==> config.mk <==
export PLATFORM = sky130hd
export DESIGN_NAME = tctc_top
export DESIGN_NICKNAME = d
export VERILOG_FILES = /design/src/tctc_pkg.sv /design/src/tctc_top.sv
export VERILOG_INCLUDE_DIRS = /design/src /design/src/src
export SDC_FILE = /design/constraint.sdc
export NUM_CORES = 1
export LEC_CHECK = 0
export BUFFER_PORTS_ARGS = -buffer_cell sky130_fd_sc_hd__clkbuf_2
export CAP_MARGIN = 20
export CORE_MARGIN = 4
export CORE_UTILIZATION = 45
export CTS_BUF_LIST = sky130_fd_sc_hd__clkbuf_8
export CTS_CLUSTER_SIZE = 24
export DETAILED_ROUTE_END_ITERATION = 6
export PLACE_DENSITY = 0.59
export REMOVE_ABC_BUFFERS = 1
export SLEW_MARGIN = 20
export SYNTH_ARGS = -nofsm -noshare
export SYNTH_HDL_FRONTEND = slang
export SYNTH_SLANG_ARGS = --single-unit
==> constraint.sdc <==
create_clock -name clk -period 23.7 [get_ports clk]
set_input_delay 3.555 -clock clk [delete_from_list [all_inputs] [get_ports clk]]
set_output_delay 3.555 -clock clk [all_outputs]
set_load 0.05 [all_outputs]
==> src/tctc_consts.svh <==
`ifndef TCTC_CONSTS_SVH
`define TCTC_CONSTS_SVH

// Register offsets
`define TCTC_ADDR_ENABLE   8'h21
`define TCTC_ADDR_TIMING   8'h22
`define TCTC_ADDR_HOLD     8'h23

// Reset values
`define TCTC_RST_ENABLE    8'hff
`define TCTC_RST_TIMING    8'ha4
`define TCTC_RST_HOLD      8'h07
`define TCTC_RDATA_NONE    8'h00

// Field positions
`define TCTC_MAXDUR_MSB    7
`define TCTC_MAXDUR_LSB    4
`define TCTC_RPT_MSB       3
`define TCTC_RPT_LSB       0
`define TCTC_HOLD_MSB      3
`define TCTC_HOLD_LSB      0

// Timing
`define TCTC_CLK_HZ        125000000
`define TCTC_MS_PER_S      1000
`define TCTC_STEP_MS       35
`define TCTC_CYCLE_MS      70
`define TCTC_DUR_SAT       14'h3fff

// Max touch time decode, ms
`define TCTC_MAXDUR_MS0    560
`define TCTC_MAXDUR_MS1    840
`define TCTC_MAXDUR_MS2    1120
`define TCTC_MAXDUR_MS3    1400
`define TCTC_MAXDUR_MS4    1680
`define TCTC_MAXDUR_MS5    2240
`define TCTC_MAXDUR_MS6    2800
`define TCTC_MAXDUR_MS7    3360
`define TCTC_MAXDUR_MS8    3920
`define TCTC_MAXDUR_MS9    4480
`define TCTC_MAXDUR_MS10   5600
`define TCTC_MAXDUR_MS11   6720
`define TCTC_MAXDUR_MS12   7840
`define TCTC_MAXDUR_MS13   8906
`define TCTC_MAXDUR_MS14   10080
`define TCTC_MAXDUR_MS15   11200

`endif

==> src/tctc_pkg.sv <==
package tctc_pkg;
  typedef logic [13:0] tctc_ms_type;
  typedef logic [7:0]  tctc_byte_type;
  typedef logic [3:0]  tctc_code_type;
endpackage

==> src/tctc_top.sv <==
`timescale 1ns/1ps
`include "tctc_consts.svh"
// Contract
// RULE1 - Eight enable bits, bit n for input n+1, set includes the input, all set after reset.
// RULE2 - The sampling cycle length stays fixed whatever number of inputs is enabled.
// RULE3 - The three timing settings are shared by all eight inputs.
// RULE4 - The max touch time field is the upper nibble of the timing register, reset 1010b.
// RULE5 - Max touch codes 0 to 15 decode to 560 through 11200 ms per the fixed table.
// RULE6 - A touch held past the max time forces recalibration only when the global enable is set.
// RULE7 - The repeat interval field is the lower nibble of the timing register, reset 0100b.
// RULE8 - The repeat interval is (code+1) times 35 ms.
// RULE9 - An interrupt fires on press and each repeat interval, and on release unless suppressed.
// RULE10 - The hold threshold is the low nibble of the second timing register, reset 0111b.
// RULE11 - An auto-repeat touch longer than the threshold is press-and-hold, otherwise a touch.
// RULE12 - The hold threshold is (code+1) times 35 ms.
// RULE13 - Per-input duration and repeat timers restart on release or when the input is disabled.
module tctc_top #(
  parameter int TICK_CYCLES = `TCTC_CLK_HZ / `TCTC_MS_PER_S,
  parameter int CHANNELS    = 8
) (
  input  wire logic                clk,
  input  wire logic                sys_rst,
  input  wire logic [7:0]          reg_addr,
  input  wire logic                reg_wr,
  input  wire logic [7:0]          reg_wdata,
  input  wire logic                reg_rd,
  output logic [7:0]               reg_rdata,
  input  wire logic [CHANNELS-1:0] touch_raw,
  input  wire logic [CHANNELS-1:0] auto_repeat_en,
  input  wire logic                max_touch_recal_en,
  input  wire logic                release_irq_suppress,
  output logic [CHANNELS-1:0]      sample_en,
  output logic                     cycle_start,
  output logic [CHANNELS-1:0]      touch_detected,
  output logic [CHANNELS-1:0]      recal_req,
  output logic [CHANNELS-1:0]      hold_event,
  output logic [CHANNELS-1:0]      touch_event,
  output logic                     irq_req
);

  ////////////////////////////////////////////////////////////////////
  // Decode functions
  function automatic tctc_pkg::tctc_ms_type max_ms(input tctc_pkg::tctc_code_type code);
    unique case (code)
      4'h0: max_ms = 14'(`TCTC_MAXDUR_MS0);
      4'h1: max_ms = 14'(`TCTC_MAXDUR_MS1);
      4'h2: max_ms = 14'(`TCTC_MAXDUR_MS2);
      4'h3: max_ms = 14'(`TCTC_MAXDUR_MS3);
      4'h4: max_ms = 14'(`TCTC_MAXDUR_MS4);
      4'h5: max_ms = 14'(`TCTC_MAXDUR_MS5);
      4'h6: max_ms = 14'(`TCTC_MAXDUR_MS6);
      4'h7: max_ms = 14'(`TCTC_MAXDUR_MS7);
      4'h8: max_ms = 14'(`TCTC_MAXDUR_MS8);
      4'h9: max_ms = 14'(`TCTC_MAXDUR_MS9);
      4'ha: max_ms = 14'(`TCTC_MAXDUR_MS10);
      4'hb: max_ms = 14'(`TCTC_MAXDUR_MS11);
      4'hc: max_ms = 14'(`TCTC_MAXDUR_MS12);
      4'hd: max_ms = 14'(`TCTC_MAXDUR_MS13);
      4'he: max_ms = 14'(`TCTC_MAXDUR_MS14);
      4'hf: max_ms = 14'(`TCTC_MAXDUR_MS15);
    endcase
  endfunction

  function automatic tctc_pkg::tctc_ms_type step_ms(input tctc_pkg::tctc_code_type code);
    step_ms = 14'((32'(code) + 1) * `TCTC_STEP_MS);
  endfunction

  ////////////////////////////////////////////////////////////////////
  // Registers
  tctc_pkg::tctc_byte_type channel_sample_enable;
  tctc_pkg::tctc_byte_type touch_timing_config;
  tctc_pkg::tctc_byte_type hold_threshold_config;
  tctc_pkg::tctc_byte_type next_rdata;

  wire sel_enable = reg_addr == `TCTC_ADDR_ENABLE;
  wire sel_timing = reg_addr == `TCTC_ADDR_TIMING;
  wire sel_hold   = reg_addr == `TCTC_ADDR_HOLD;

  // RULE10 upper bits read zero
  assign next_rdata = sel_enable ? channel_sample_enable :
                      sel_timing ? touch_timing_config :
                      sel_hold   ? {4'h0, hold_threshold_config[`TCTC_HOLD_MSB:`TCTC_HOLD_LSB]} :
                                   `TCTC_RDATA_NONE;

  // RULE1 enable reset all set
  always_ff @(posedge clk or posedge sys_rst) begin
    if (sys_rst) begin
      channel_sample_enable <= `TCTC_RST_ENABLE;
      touch_timing_config   <= `TCTC_RST_TIMING;
      hold_threshold_config <= `TCTC_RST_HOLD;
      reg_rdata             <= `TCTC_RDATA_NONE;
    end else begin
      if (reg_wr && sel_enable) begin
        channel_sample_enable <= reg_wdata;
      end
      // RULE4 RULE7 timing register write
      if (reg_wr && sel_timing) begin
        touch_timing_config <= reg_wdata;
      end
      // RULE10 low nibble only
      if (reg_wr && sel_hold) begin
        hold_threshold_config <= {4'h0, reg_wdata[`TCTC_HOLD_MSB:`TCTC_HOLD_LSB]};
      end
      if (reg_rd) begin
        reg_rdata <= next_rdata;
      end
    end
  end

  ////////////////////////////////////////////////////////////////////
  // Millisecond tick and fixed sampling cycle
  logic [16:0] tick_cnt;
  logic [7:0]  cycle_cnt;
  wire         tick       = tick_cnt == 17'(TICK_CYCLES - 1);
  wire         cycle_wrap = tick && (cycle_cnt == 8'(`TCTC_CYCLE_MS - 1));

  always_ff @(posedge clk or posedge sys_rst) begin
    if (sys_rst) begin
      tick_cnt    <= 17'h0_0000;
      cycle_cnt   <= 8'h00;
      cycle_start <= 1'b0;
    end else begin
      tick_cnt <= tick ? 17'h0_0000 : tick_cnt + 17'h0_0001;
      // RULE2 cycle ignores enables
      if (tick) begin
        cycle_cnt <= cycle_wrap ? 8'h00 : cycle_cnt + 8'h01;
      end
      cycle_start <= cycle_wrap;
    end
  end

  ////////////////////////////////////////////////////////////////////
  // Touch input synchroniser
  logic [CHANNELS-1:0] touch_meta;
  logic [CHANNELS-1:0] touch_sync;

  always_ff @(posedge clk or posedge sys_rst) begin
    if (sys_rst) begin
      touch_meta <= '0;
      touch_sync <= '0;
    end else begin
      touch_meta <= touch_raw;
      touch_sync <= touch_meta;
    end
  end

  ////////////////////////////////////////////////////////////////////
  // Per-channel timing
  // RULE3 shared timing settings
  tctc_pkg::tctc_ms_type limit_max;
  tctc_pkg::tctc_ms_type limit_rpt;
  tctc_pkg::tctc_ms_type limit_hold;
  // RULE5 max time decode
  assign limit_max  = max_ms(touch_timing_config[`TCTC_MAXDUR_MSB:`TCTC_MAXDUR_LSB]);
  // RULE8 repeat decode
  assign limit_rpt  = step_ms(touch_timing_config[`TCTC_RPT_MSB:`TCTC_RPT_LSB]);
  // RULE12 hold decode
  assign limit_hold = step_ms(hold_threshold_config[`TCTC_HOLD_MSB:`TCTC_HOLD_LSB]);

  tctc_pkg::tctc_ms_type dur      [CHANNELS];
  tctc_pkg::tctc_ms_type rpt      [CHANNELS];
  tctc_pkg::tctc_ms_type next_dur [CHANNELS];
  tctc_pkg::tctc_ms_type next_rpt [CHANNELS];
  logic [CHANNELS-1:0]   held;
  logic [CHANNELS-1:0]   recal_done;
  logic [CHANNELS-1:0]   next_held;
  logic [CHANNELS-1:0]   next_recal_done;
  logic [CHANNELS-1:0]   active;
  logic [CHANNELS-1:0]   rise;
  logic [CHANNELS-1:0]   fall;
  logic [CHANNELS-1:0]   hold_ev;
  logic [CHANNELS-1:0]   rpt_ev;
  logic [CHANNELS-1:0]   recal_ev;

  // RULE1 gate by enable
  assign active = touch_sync & channel_sample_enable[CHANNELS-1:0];
  assign rise   = active & ~touch_detected;
  assign fall   = touch_detected & channel_sample_enable[CHANNELS-1:0] & ~touch_sync;

  always_comb begin
    for (int i = 0; i < CHANNELS; i++) begin
      // RULE13 clear when idle
      next_dur[i] = '0;
      next_rpt[i] = '0;
      hold_ev[i]  = 1'b0;
      rpt_ev[i]   = 1'b0;
      recal_ev[i] = 1'b0;
      if (active[i]) begin
        next_dur[i] = dur[i];
        next_rpt[i] = rpt[i];
        if (tick && dur[i] != `TCTC_DUR_SAT) begin
          next_dur[i] = dur[i] + 14'h0001;
        end
        // RULE11 longer than threshold
        hold_ev[i] = tick && auto_repeat_en[i] && !held[i] && dur[i] == limit_hold;
        // RULE6 gated recalibration
        recal_ev[i] = tick && max_touch_recal_en && !recal_done[i] &&
                      next_dur[i] == limit_max;
        if (held[i] && tick) begin
          rpt_ev[i]   = rpt[i] == limit_rpt - 14'h0001;
          next_rpt[i] = rpt_ev[i] ? 14'h0000 : rpt[i] + 14'h0001;
        end
      end
    end
  end

  assign next_held       = active & (held | hold_ev);
  assign next_recal_done = active & (recal_done | recal_ev);

  always_ff @(posedge clk or posedge sys_rst) begin
    if (sys_rst) begin
      dur            <= '{default: '0};
      rpt            <= '{default: '0};
      held           <= '0;
      recal_done     <= '0;
      touch_detected <= '0;
      sample_en      <= '0;
      recal_req      <= '0;
      hold_event     <= '0;
      touch_event    <= '0;
      irq_req        <= 1'b0;
    end else begin
      dur            <= next_dur;
      rpt            <= next_rpt;
      held           <= next_held;
      recal_done     <= next_recal_done;
      touch_detected <= active;
      sample_en      <= channel_sample_enable[CHANNELS-1:0];
      recal_req      <= recal_ev;
      hold_event     <= hold_ev;
      // RULE11 short touch event
      touch_event    <= fall & auto_repeat_en & ~held;
      // RULE9 press repeat release
      irq_req        <= |(rise | rpt_ev | (fall & {CHANNELS{~release_irq_suppress}}));
    end
  end

endmodule // tctc_top

* Word level (Yosys, flattened, before mapping)
Memories as Yosys holds them, arrays and structs flattened. Cells that the tools add are included.
Word-level totals: memories kept 1, output and inout bits 50, bits in registers 351, bits in read-only memories 192, input port bits 38, logic and storage cells 282
Memories:
- (no name shown) | depth 16, bits a word 12, rd ports 1, clocked after Yosys merged registers in 0, write ports 0, line tctc_top.sv:44 | unique case (code)
Cells by class: $mul 2, reduce and logical (&&, ||, !) cells 78, bitwise gates (word level) 17, muxes and demuxes 85, $add $sub $neg 21, eq/ne operators 45
Operators with widths (count):
- 14-bit two-way mux | 48
- 14-bit by 1-bit adder with 14-bit output (second input constant) | 16
- 14-bit equality test | 16
- 14-bit by 11-bit equality test with 1-bit output | 8
- 14-bit != test (second input constant) | 8
- 8-bit AND | 9
- 1-bit logical AND | 61
- 1-bit two-way mux | 32
- 8-bit bitwise OR | 4
- 8-bit by 6-bit equality test with 1-bit output (second input constant) | 3
- 8-bit two-way mux | 3
- 8-bit inverter | 3
- 5-bit by 6-bit multiplier with 11-bit output (second input constant) | 2
- 17-bit by 1-bit adder with 17-bit output (second input constant) | 1
- 17-bit equality test (second input constant) | 1
- 17-bit two-way mux | 1
- 1-bit zero test | 16
- 2-bit by 1-bit != test with 1-bit output (second input constant) | 8
- 11-bit by 1-bit subtractor with 12-bit output (second input constant) | 1
- 4-bit by 1-bit adder with 5-bit output (second input constant) | 2
- 8-bit by 1-bit adder with 8-bit output (second input constant) | 1
- 8-bit by 7-bit equality test with 1-bit output (second input constant) | 1
- 8-bit OR reduction | 1
- 4-bit two-way mux | 1
- 1-bit inverter | 1

* Depth between registers and ports, before layout
Gate-level depths: netlist (run 1).
depth after elaboration 9, depth in mapped cells 22, mapped depth without buffers 16

* Worst setup path before layout (run 1)
Ideal clock, no wire load.
path kind register -> register, start point register touch_timing_config[0], end point register rpt[31] (netlist name), data required time 23579 ps, stages on the path, launching flop included 22, slack 18032 ps, buffers on the path 5, clock period less this slack 5668 ps, arrival 5547 ps, library setup time 121 ps, cells stage by stage dfrtp_1 > clkbuf_1 > buf_1 > inv_1 > ha_1 > buf_2 > inv_1 > ha_1 > fa_1 > inv_1 > ha_1 > fa_1 > clkbuf_1 > xor2_1 > nor4_1 > o211ai_1 > or4_1 > a2111oi_2 > a21oi_1 > buf_2 > a21o_1 > a22o_1
On the way: cells in the longest elaborated chain, start to end 7
RTL lines:
- from (decl) | line tctc_top.sv:71 | tctc_pkg::tctc_byte_type touch_timing_config;
- from (signal assigned) | line tctc_top.sv:89 | touch_timing_config <= `TCTC_RST_TIMING;
- from (signal assigned) | line tctc_top.sv:98 | touch_timing_config <= reg_wdata;
- 4-bit by 1-bit adder with 5-bit output | line tctc_top.sv:65 | step_ms = 14'((32'(code) + 1) * `TCTC_STEP_MS);
- 5-bit by 6-bit multiplier with 11-bit output (no source line)
- 11-bit by 1-bit subtractor with 12-bit output | line tctc_top.sv:200 | rpt_ev[i] = rpt[i] == limit_rpt - 14'h0001;
- 14-bit equality test | line tctc_top.sv:200
- 14-bit two-way mux | line tctc_top.sv:201 | next_rpt[i] = rpt_ev[i] ? 14'h0000 : rpt[i] + 14'h0001;
- 14-bit two-way mux | line tctc_top.sv:199 | if (held[i] && tick) begin
- 14-bit two-way mux | line tctc_top.sv:188 | if (active[i]) begin
- to (signal assigned) | line tctc_top.sv:224 | rpt <= next_rpt;
- to (decl) | line tctc_top.sv:161 | tctc_pkg::tctc_ms_type rpt [CHANNELS];
No other way between the ends. The select of a mux whose other input is x is not followed. A chain may end at the register's enable or synchronous reset.

* Worst setup path after layout (run 1)
start point register touch_timing_config[0], end point register rpt[87] (netlist name)
The elaborated chain is that of the path after synthesis.

==> impl_metrics.tcl, run 1 <==
set metrics [dict create \
    synthMuxAreaShare_pct 3.56 \
    ys_warn_count 0 \
    slew_viol_final 0 \
    endpoint_kind "flop" \
    rows 84 \
    post_cts.repair.setup_buffers 0 \
    worstPathRequired_ps 24220 \
    min_to "touch_sync[6]" \
    place_hpwl_microns 51200 \
    synth_compound_area_share_pct 9.58 \
    cp_top_family "adder cells" \
    post_dp_cell_area_sq_um 24900 \
    finalCriticalPeriod_ps 6560 \
    drv_cap 0 \
    dr.pass1.iters 5 \
    drtIter0Drc 1603 \
    die_h_microns 238 \
    cellPowerDensity_nw_per_um2 61.5 \
    worst_slack_ps 17140 \
    cts_tree "built" \
    io_buffer_count 87 \
    status "completed" \
    synth_cell_type_count 90 \
    critical_path_class "reg2reg" \
    setup_viol 0 \
    worstPathArrival_ps 7080 \
    p_leak_nw 11.4 \
    fin_skew_ps 31.6 \
    fin_crit_sh_pct 27.7 \
    core_area_sq_um 52400 \
    start_util_pct 45.4 \
    cts-buffers-inserted 67 \
    cp_cell_sequence "inv_1 -> ha_1 -> inv_1 -> ha_1 -> fa_1 -> inv_1 -> ha_1 -> fa_1 -> xor2_1 -> nor4_1 -> o2111ai_1 -> or4b_1 -> nor4_1 -> a31oi_4 -> a21o_1 -> a22o_1" \
    hold_viol 0 \
    crit_fanout 25 \
    drt-total-wl_microns 72500 \
    synth_ff_type "dfrtp_1" \
    ir_drop_mv 0.0384 \
    min_from "touch_meta[6]" \
    vias 20100 \
    crit_start "touch_timing_config[0]" \
    fin_tns_setup_ps 0 \
    hold_buffers 0 \
    place_inst 3275 \
    cts.root.buffer_cell "clkbuf_8" \
    slowest_delay_ps 950 \
    preCtsSetupSlack_ps 17170 \
    globalRouteOverflowTotal 0 \
    hp-class "reg2reg" \
    max_freq_mhz 152 \
    drtAntennaViolNets 0 \
    yosysTopAreaCell "dfrtp_1" \
    r2r_slack_ps 17140 \
    antenna_found_initial 2 \
    synth-seq-cells 351 \
    synth_xor_area_share_pct 16.5 \
    synthTopCellsByArea "dfrtp_1 35%, xnor2_1 7.7%, xor2_1 5.3%" \
    netlist.area_leader.share_pct 35.4 \
    yosys.area_share.simple_pct 26.4 \
    grt_usage_pct 25.3 \
    vias_per_cell 5.93 \
    fillCellCount 4873 \
    synth_edf_count 0 \
    tightest_slew_ps 1080 \
    r2r_cells 16 \
    synth-seq-area-share_pct 37.0 \
    clock-sinks 351 \
    crit_buf_inv 3 \
    grt_max_degree 157 \
    area_growth_syn_to_layout_pct 11.1 \
    cts_buffer_depth 3 \
    post-route-cell-area_sq_um 26500 \
    finalNonFillerCells 3398 \
    die-width_microns 238 \
    grt_pass1_vias 19700 \
    netlist_instances 2599 \
    nNetsFinal 2760 \
    clk-insertion-delay-late_ps 650 \
    drc 0 \
    layout-drive-gt1-share_pct 12.5 \
    rsz0062_at_grt "no" \
    r2r-start "touch_timing_config[0]" \
    diodes 0 \
    grt_pass1_wl_microns 114000 \
    r2r_end "rpt[87]" \
    syn_avg_cell_area_sq_um 9.16 \
    clk_pin_slew_worst_paths_ps 60 \
    whs_path_depth 0 \
    worstSetupStartpointType "flop" \
    htree_num_levels 3 \
    synthAdderAreaFrac_pct 3.59 \
    io_pins 88 \
    synth_top_family_by_area "simple AND/OR/NAND/NOR gates" \
    worst_path_max_delay_cell "dfrtp_1" \
    place_congestion 0.939 \
    syn-cell-area_sq_um 23800 \
    slew_headroom_pct 28.0 \
    wire_per_inst_microns 21.3 \
    async_flop_share_pct 100 \
    cts_resized 0 \
    die-area_sq_um 56700 \
]
[power by group]
group | total [mW] | switching, mW | internal [mW]
sequential | 0.614 | 0.00837 | 0.606
clock | 0.714 | 0.288 | 0.426
combinational | 0.299 | 0.192 | 0.107
total | 1.63 | 0.489 | 1.14
[Yosys cell counts (all sizes together) (13+ instances only)]
cell type and n:
and3 76, dfrtp 337, dfstp 14, nor2b 41, o21ai 76, nand4 66
o211ai 13, mux2i 43, buf 49, mux2 33, inv 73, a211oi 20
a31oi 14, ha 62, a22o 19, xnor2 210, nor4 78, or4 13
nand3 177, o21a 27, a21oi 74, nor4b 18, nand3b 45, clkbuf 81
and2 22, nand2b 18, xnor3 35, or3 20, xor2 144, nand2 253
nor2 232, and4 22, nor3 66
[layer usage]
layer | GRT usage (%) | up-vias | part of all wire, %
met4 | 11.0 | 2 | 4.1
li1 | - | 9379 | -
met3 | 4.52 | 175 | 6.8
met2 | 41.0 | 707 | 47
met1 | 33.4 | 9885 | 42
met5 | 0 | - | 0.018
[worst max path at each step]
stage | end | cells after the start | slack, ps
detailed placement | rpt[87] | 16 | 17170
finish | rpt[87] | 16 | 17140
floorplan | cycle_cnt[0] | 1 | 10430
global route | rpt[87] | 16 | 16760
global placement | rpt[87] | 16 | 17350
CTS | rpt[87] | 16 | 17150
[cell type report]
cell class                      instances  area (sq um)  area share (%)
Sequential cell                       351          8800            33.2
Inverter                               73           282            1.06
Clock buffer                           89          1220            4.63
Clock inverter                         34           373            1.41
Tap cell                              688           861            3.25
Timing Repair Buffer                  118           681            2.57
Multi-Input combinational cell       2045         14200            53.8
[stage by stage]
step	hold slack (ps)	util, %	power (mW)
after floorplan	331	-	0.828
after global placement	333	47.4	0.914
after detailed placement	335	47.4	0.918
after CTS	347	50.4	1.64
after global routing	354	50.5	1.70
final	346	50.5	1.63
[sequential cells by signal, summed over array words and instances (netlist names)]
signal	count
touch_event	8
dur	112
touch_meta	8
touch_timing_config	8
held	8
cycle_cnt	8
rpt	112
recal_done	8
touch_sync	8
sample_en	8
hold_threshold_config	4
hold_event	8
cycle_start	1
recal_req	8
touch_detected	8
reg_rdata	8
tick_cnt	17
channel_sample_enable	8
irq_req	1
[kinds of logic (layout without fill, tap and decap cells)]
group,count (synthesis),in the layout
and+or+nand+nor,1179,1179
xor gates and xnor gates,390,390
DFF,351,351
AOI/OAI and AO/OA,332,332
buffers and inverters,203,314
muxes,78,78
adders and majority gates,66,66
[placed cells by master, fill, tap and decap left out, types with 45 or more instances in the layout]
cell type / count
dfrtp_1: 337
nand2_1: 253
nor2_1: 229
xnor2_1: 209
nand3_1: 177
xor2_1: 143
clkbuf_8: 89
clkbuf_2: 87
inv_1: 84
and3_1: 76
o21ai_0: 71
a21oi_1: 67
nor4_1: 65
nor3_1: 64
nand4_1: 64
ha_1: 62
nand3b_1: 45
No activity file was read; power rests on OpenSTA's default activity.
==> run 2, diff against run 1 <==
clock period = 6.8 ns   (was 23.7 ns; I/O delays follow)
==> run 2 against run 1 <==
  * Worst hold slack improved by 8.7 ps
  * Sequential power increased to 3.5 times the previous value
  * Cell area decreased by 0.39%
  * Cell count increased by 0.18%
  * Via count decreased by 0.49%
  * Critical path depth increased by 1
  * Wire length increased by 0.52%
  * Power increased to 3.4 times the previous value
  * Die area unchanged
  * Setup slack got worse by 16000 ps
  * First-iteration DRC count decreased by 7.5%
  * Sequential cell count unchanged
  * Critical endpoint unchanged
==> impl_metrics.tcl, run 2 (synthesized netlist as in run 1, its figures left out) <==
set metrics [dict create \
    core_area_sq_um 52400 \
    grt_max_degree 164 \
    grt_pass1_vias 19700 \
    worstSetupStartpointType "flop" \
    crit_fanout 25 \
    grt_pass1_wl_microns 113000 \
    grt_usage_pct 25.3 \
    slew_headroom_pct 22.5 \
    grt.met1_usage_pct 34.3 \
    clk-insertion-delay-late_ps 650 \
    start_util_pct 45.4 \
    mostFrequentLayoutCell "dfrtp_1" \
    cts-buffers-inserted 69 \
    rows 84 \
    clock-sinks 351 \
    worstPathArrival_ps 6490 \
    antenna_found_initial 0 \
    layout_common_cells "337 x dfrtp_1, 253 x nand2_1, 229 x nor2_1" \
    worstPathRequired_ps 7320 \
    drt-total-wl_microns 72900 \
    top_usage_layer "met2" \
    drv_cap 0 \
    place_congestion 0.946 \
    cts_tree "built" \
    tightest_slew_ps 1160 \
    vias 20000 \
    grt_use_met3_pct 3.63 \
    fin_skew_ps 31.7 \
    drtIter0Drc 1483 \
    reg_top3 "dur (112), rpt (112), tick_cnt (17)" \
    status "completed" \
    layout-drive-gt1-share_pct 12.4 \
    io_pins 88 \
    hold_buffers 0 \
    finalNonFillerCells 3404 \
    hp-class "reg2reg" \
    slew_viol_final 0 \
    cts_buffer_depth 3 \
    vias_per_cell 5.89 \
    die-area_sq_um 56700 \
    ir_drop_mv 0.127 \
    globalRouteOverflowTotal 0 \
    cts.root.buffer_cell "clkbuf_8" \
    post_dp_cell_area_sq_um 24900 \
    endpoint_kind "flop" \
    critical_path_class "reg2reg" \
    place_inst 3278 \
    p_leak_nw 11.4 \
    max_freq_mhz 168 \
    worst_slack_ps 833 \
    setup_viol 0 \
    rsz0062_at_grt "no" \
    nNetsFinal 2765 \
    cellPowerDensity_nw_per_um2 207 \
    htree_num_levels 3 \
    cts_resized 0 \
    post_cts.repair.setup_buffers 0 \
    preCtsSetupSlack_ps 827 \
    io_buffer_count 87 \
    dr.pass1.iters 5 \
    area_growth_syn_to_layout_pct 10.7 \
    die-width_microns 238 \
    clk_pin_slew_worst_paths_ps 60 \
    drc 0 \
    finalCriticalPeriod_ps 5970 \
    die_h_microns 238 \
    wire_per_inst_microns 21.4 \
    diodes 0 \
    hold_viol 0 \
    drtAntennaViolNets 0 \
    grtUsageMet2_pct 40.7 \
    post-route-cell-area_sq_um 26400 \
    place_hpwl_microns 51900 \
    fin_crit_sh_pct 87.8 \
]
run 2: routing by layer:
| layer | vias to the layer above | wire length, microns |
|---|---|---|
| met5 | - | 0 |
| met4 | 0 | 3170 |
| met3 | 185 | 4210 |
| met2 | 659 | 34000 |
| met1 | 9816 | 31500 |
| li1 | 9389 | - |
run 2: cell type report:
| class | count | area [sq um] |
|---|---|---|
| tap | 688 | 861 |
| fill | 4967 | 26100 |
| clock buffer | 86 | 1180 |
| sequential | 351 | 8800 |
| timing repair buffer | 121 | 703 |
| inverter | 73 | 282 |
| multi-input combinational | 2045 | 14200 |
| clock inverter | 40 | 295 |
run 2: power by group:
group	total, mW	leakage, nW	switching (mW)	internal (mW)
registers	2.14	4.79	0.0310	2.11
clock network	2.28	0.833	0.982	1.30
logic	1.04	5.80	0.664	0.377
run 2: critical path: stages, from the launching register on:
cell and delay (ps):
dfrtp_1 690, inv_1 140, ha_1 300, buf_4 230, inv_1 70, ha_1 330
fa_1 510, inv_1 40, ha_1 240, fa_1 460, a211o_1 370, a21oi_1 620
nor3_1 110, or4b_1 480, nor4_1 470, a31oi_4 350, a21o_1 270, a22o_1 180
run 2: worst paths after layout:
kind / start / to / slack, ps / cells after the start
worst max-delay path: touch_timing_config[0] / rpt[87] / 830 / 17
worst min-delay path: touch_meta[5] / touch_sync[5] / 350 / 0
worst max register to register: touch_timing_config[0] / rpt[87] / 830 / 17
worst min register to register: touch_meta[5] / touch_sync[5] / 350 / 0
max in group asynchronous: sys_rst / rpt[94] / 4690 / 3
min in group asynchronous: sys_rst / touch_event[2] / 590 / 2
run 2: stage by stage:
step / util, % / hold WS (ps) / total power [mW] / setup TNS, ps
final: 50.3 / 355 / 5.47 / 0
after global routing: 50.3 / 364 / 5.70 / 0
after CTS: 50.3 / 353 / 5.52 / 0
after detailed placement: 47.4 / 338 / 3.20 / 0
after global placement: 47.4 / 333 / 3.20 / 0
after floorplan: - / 331 / 2.89 / -1341000
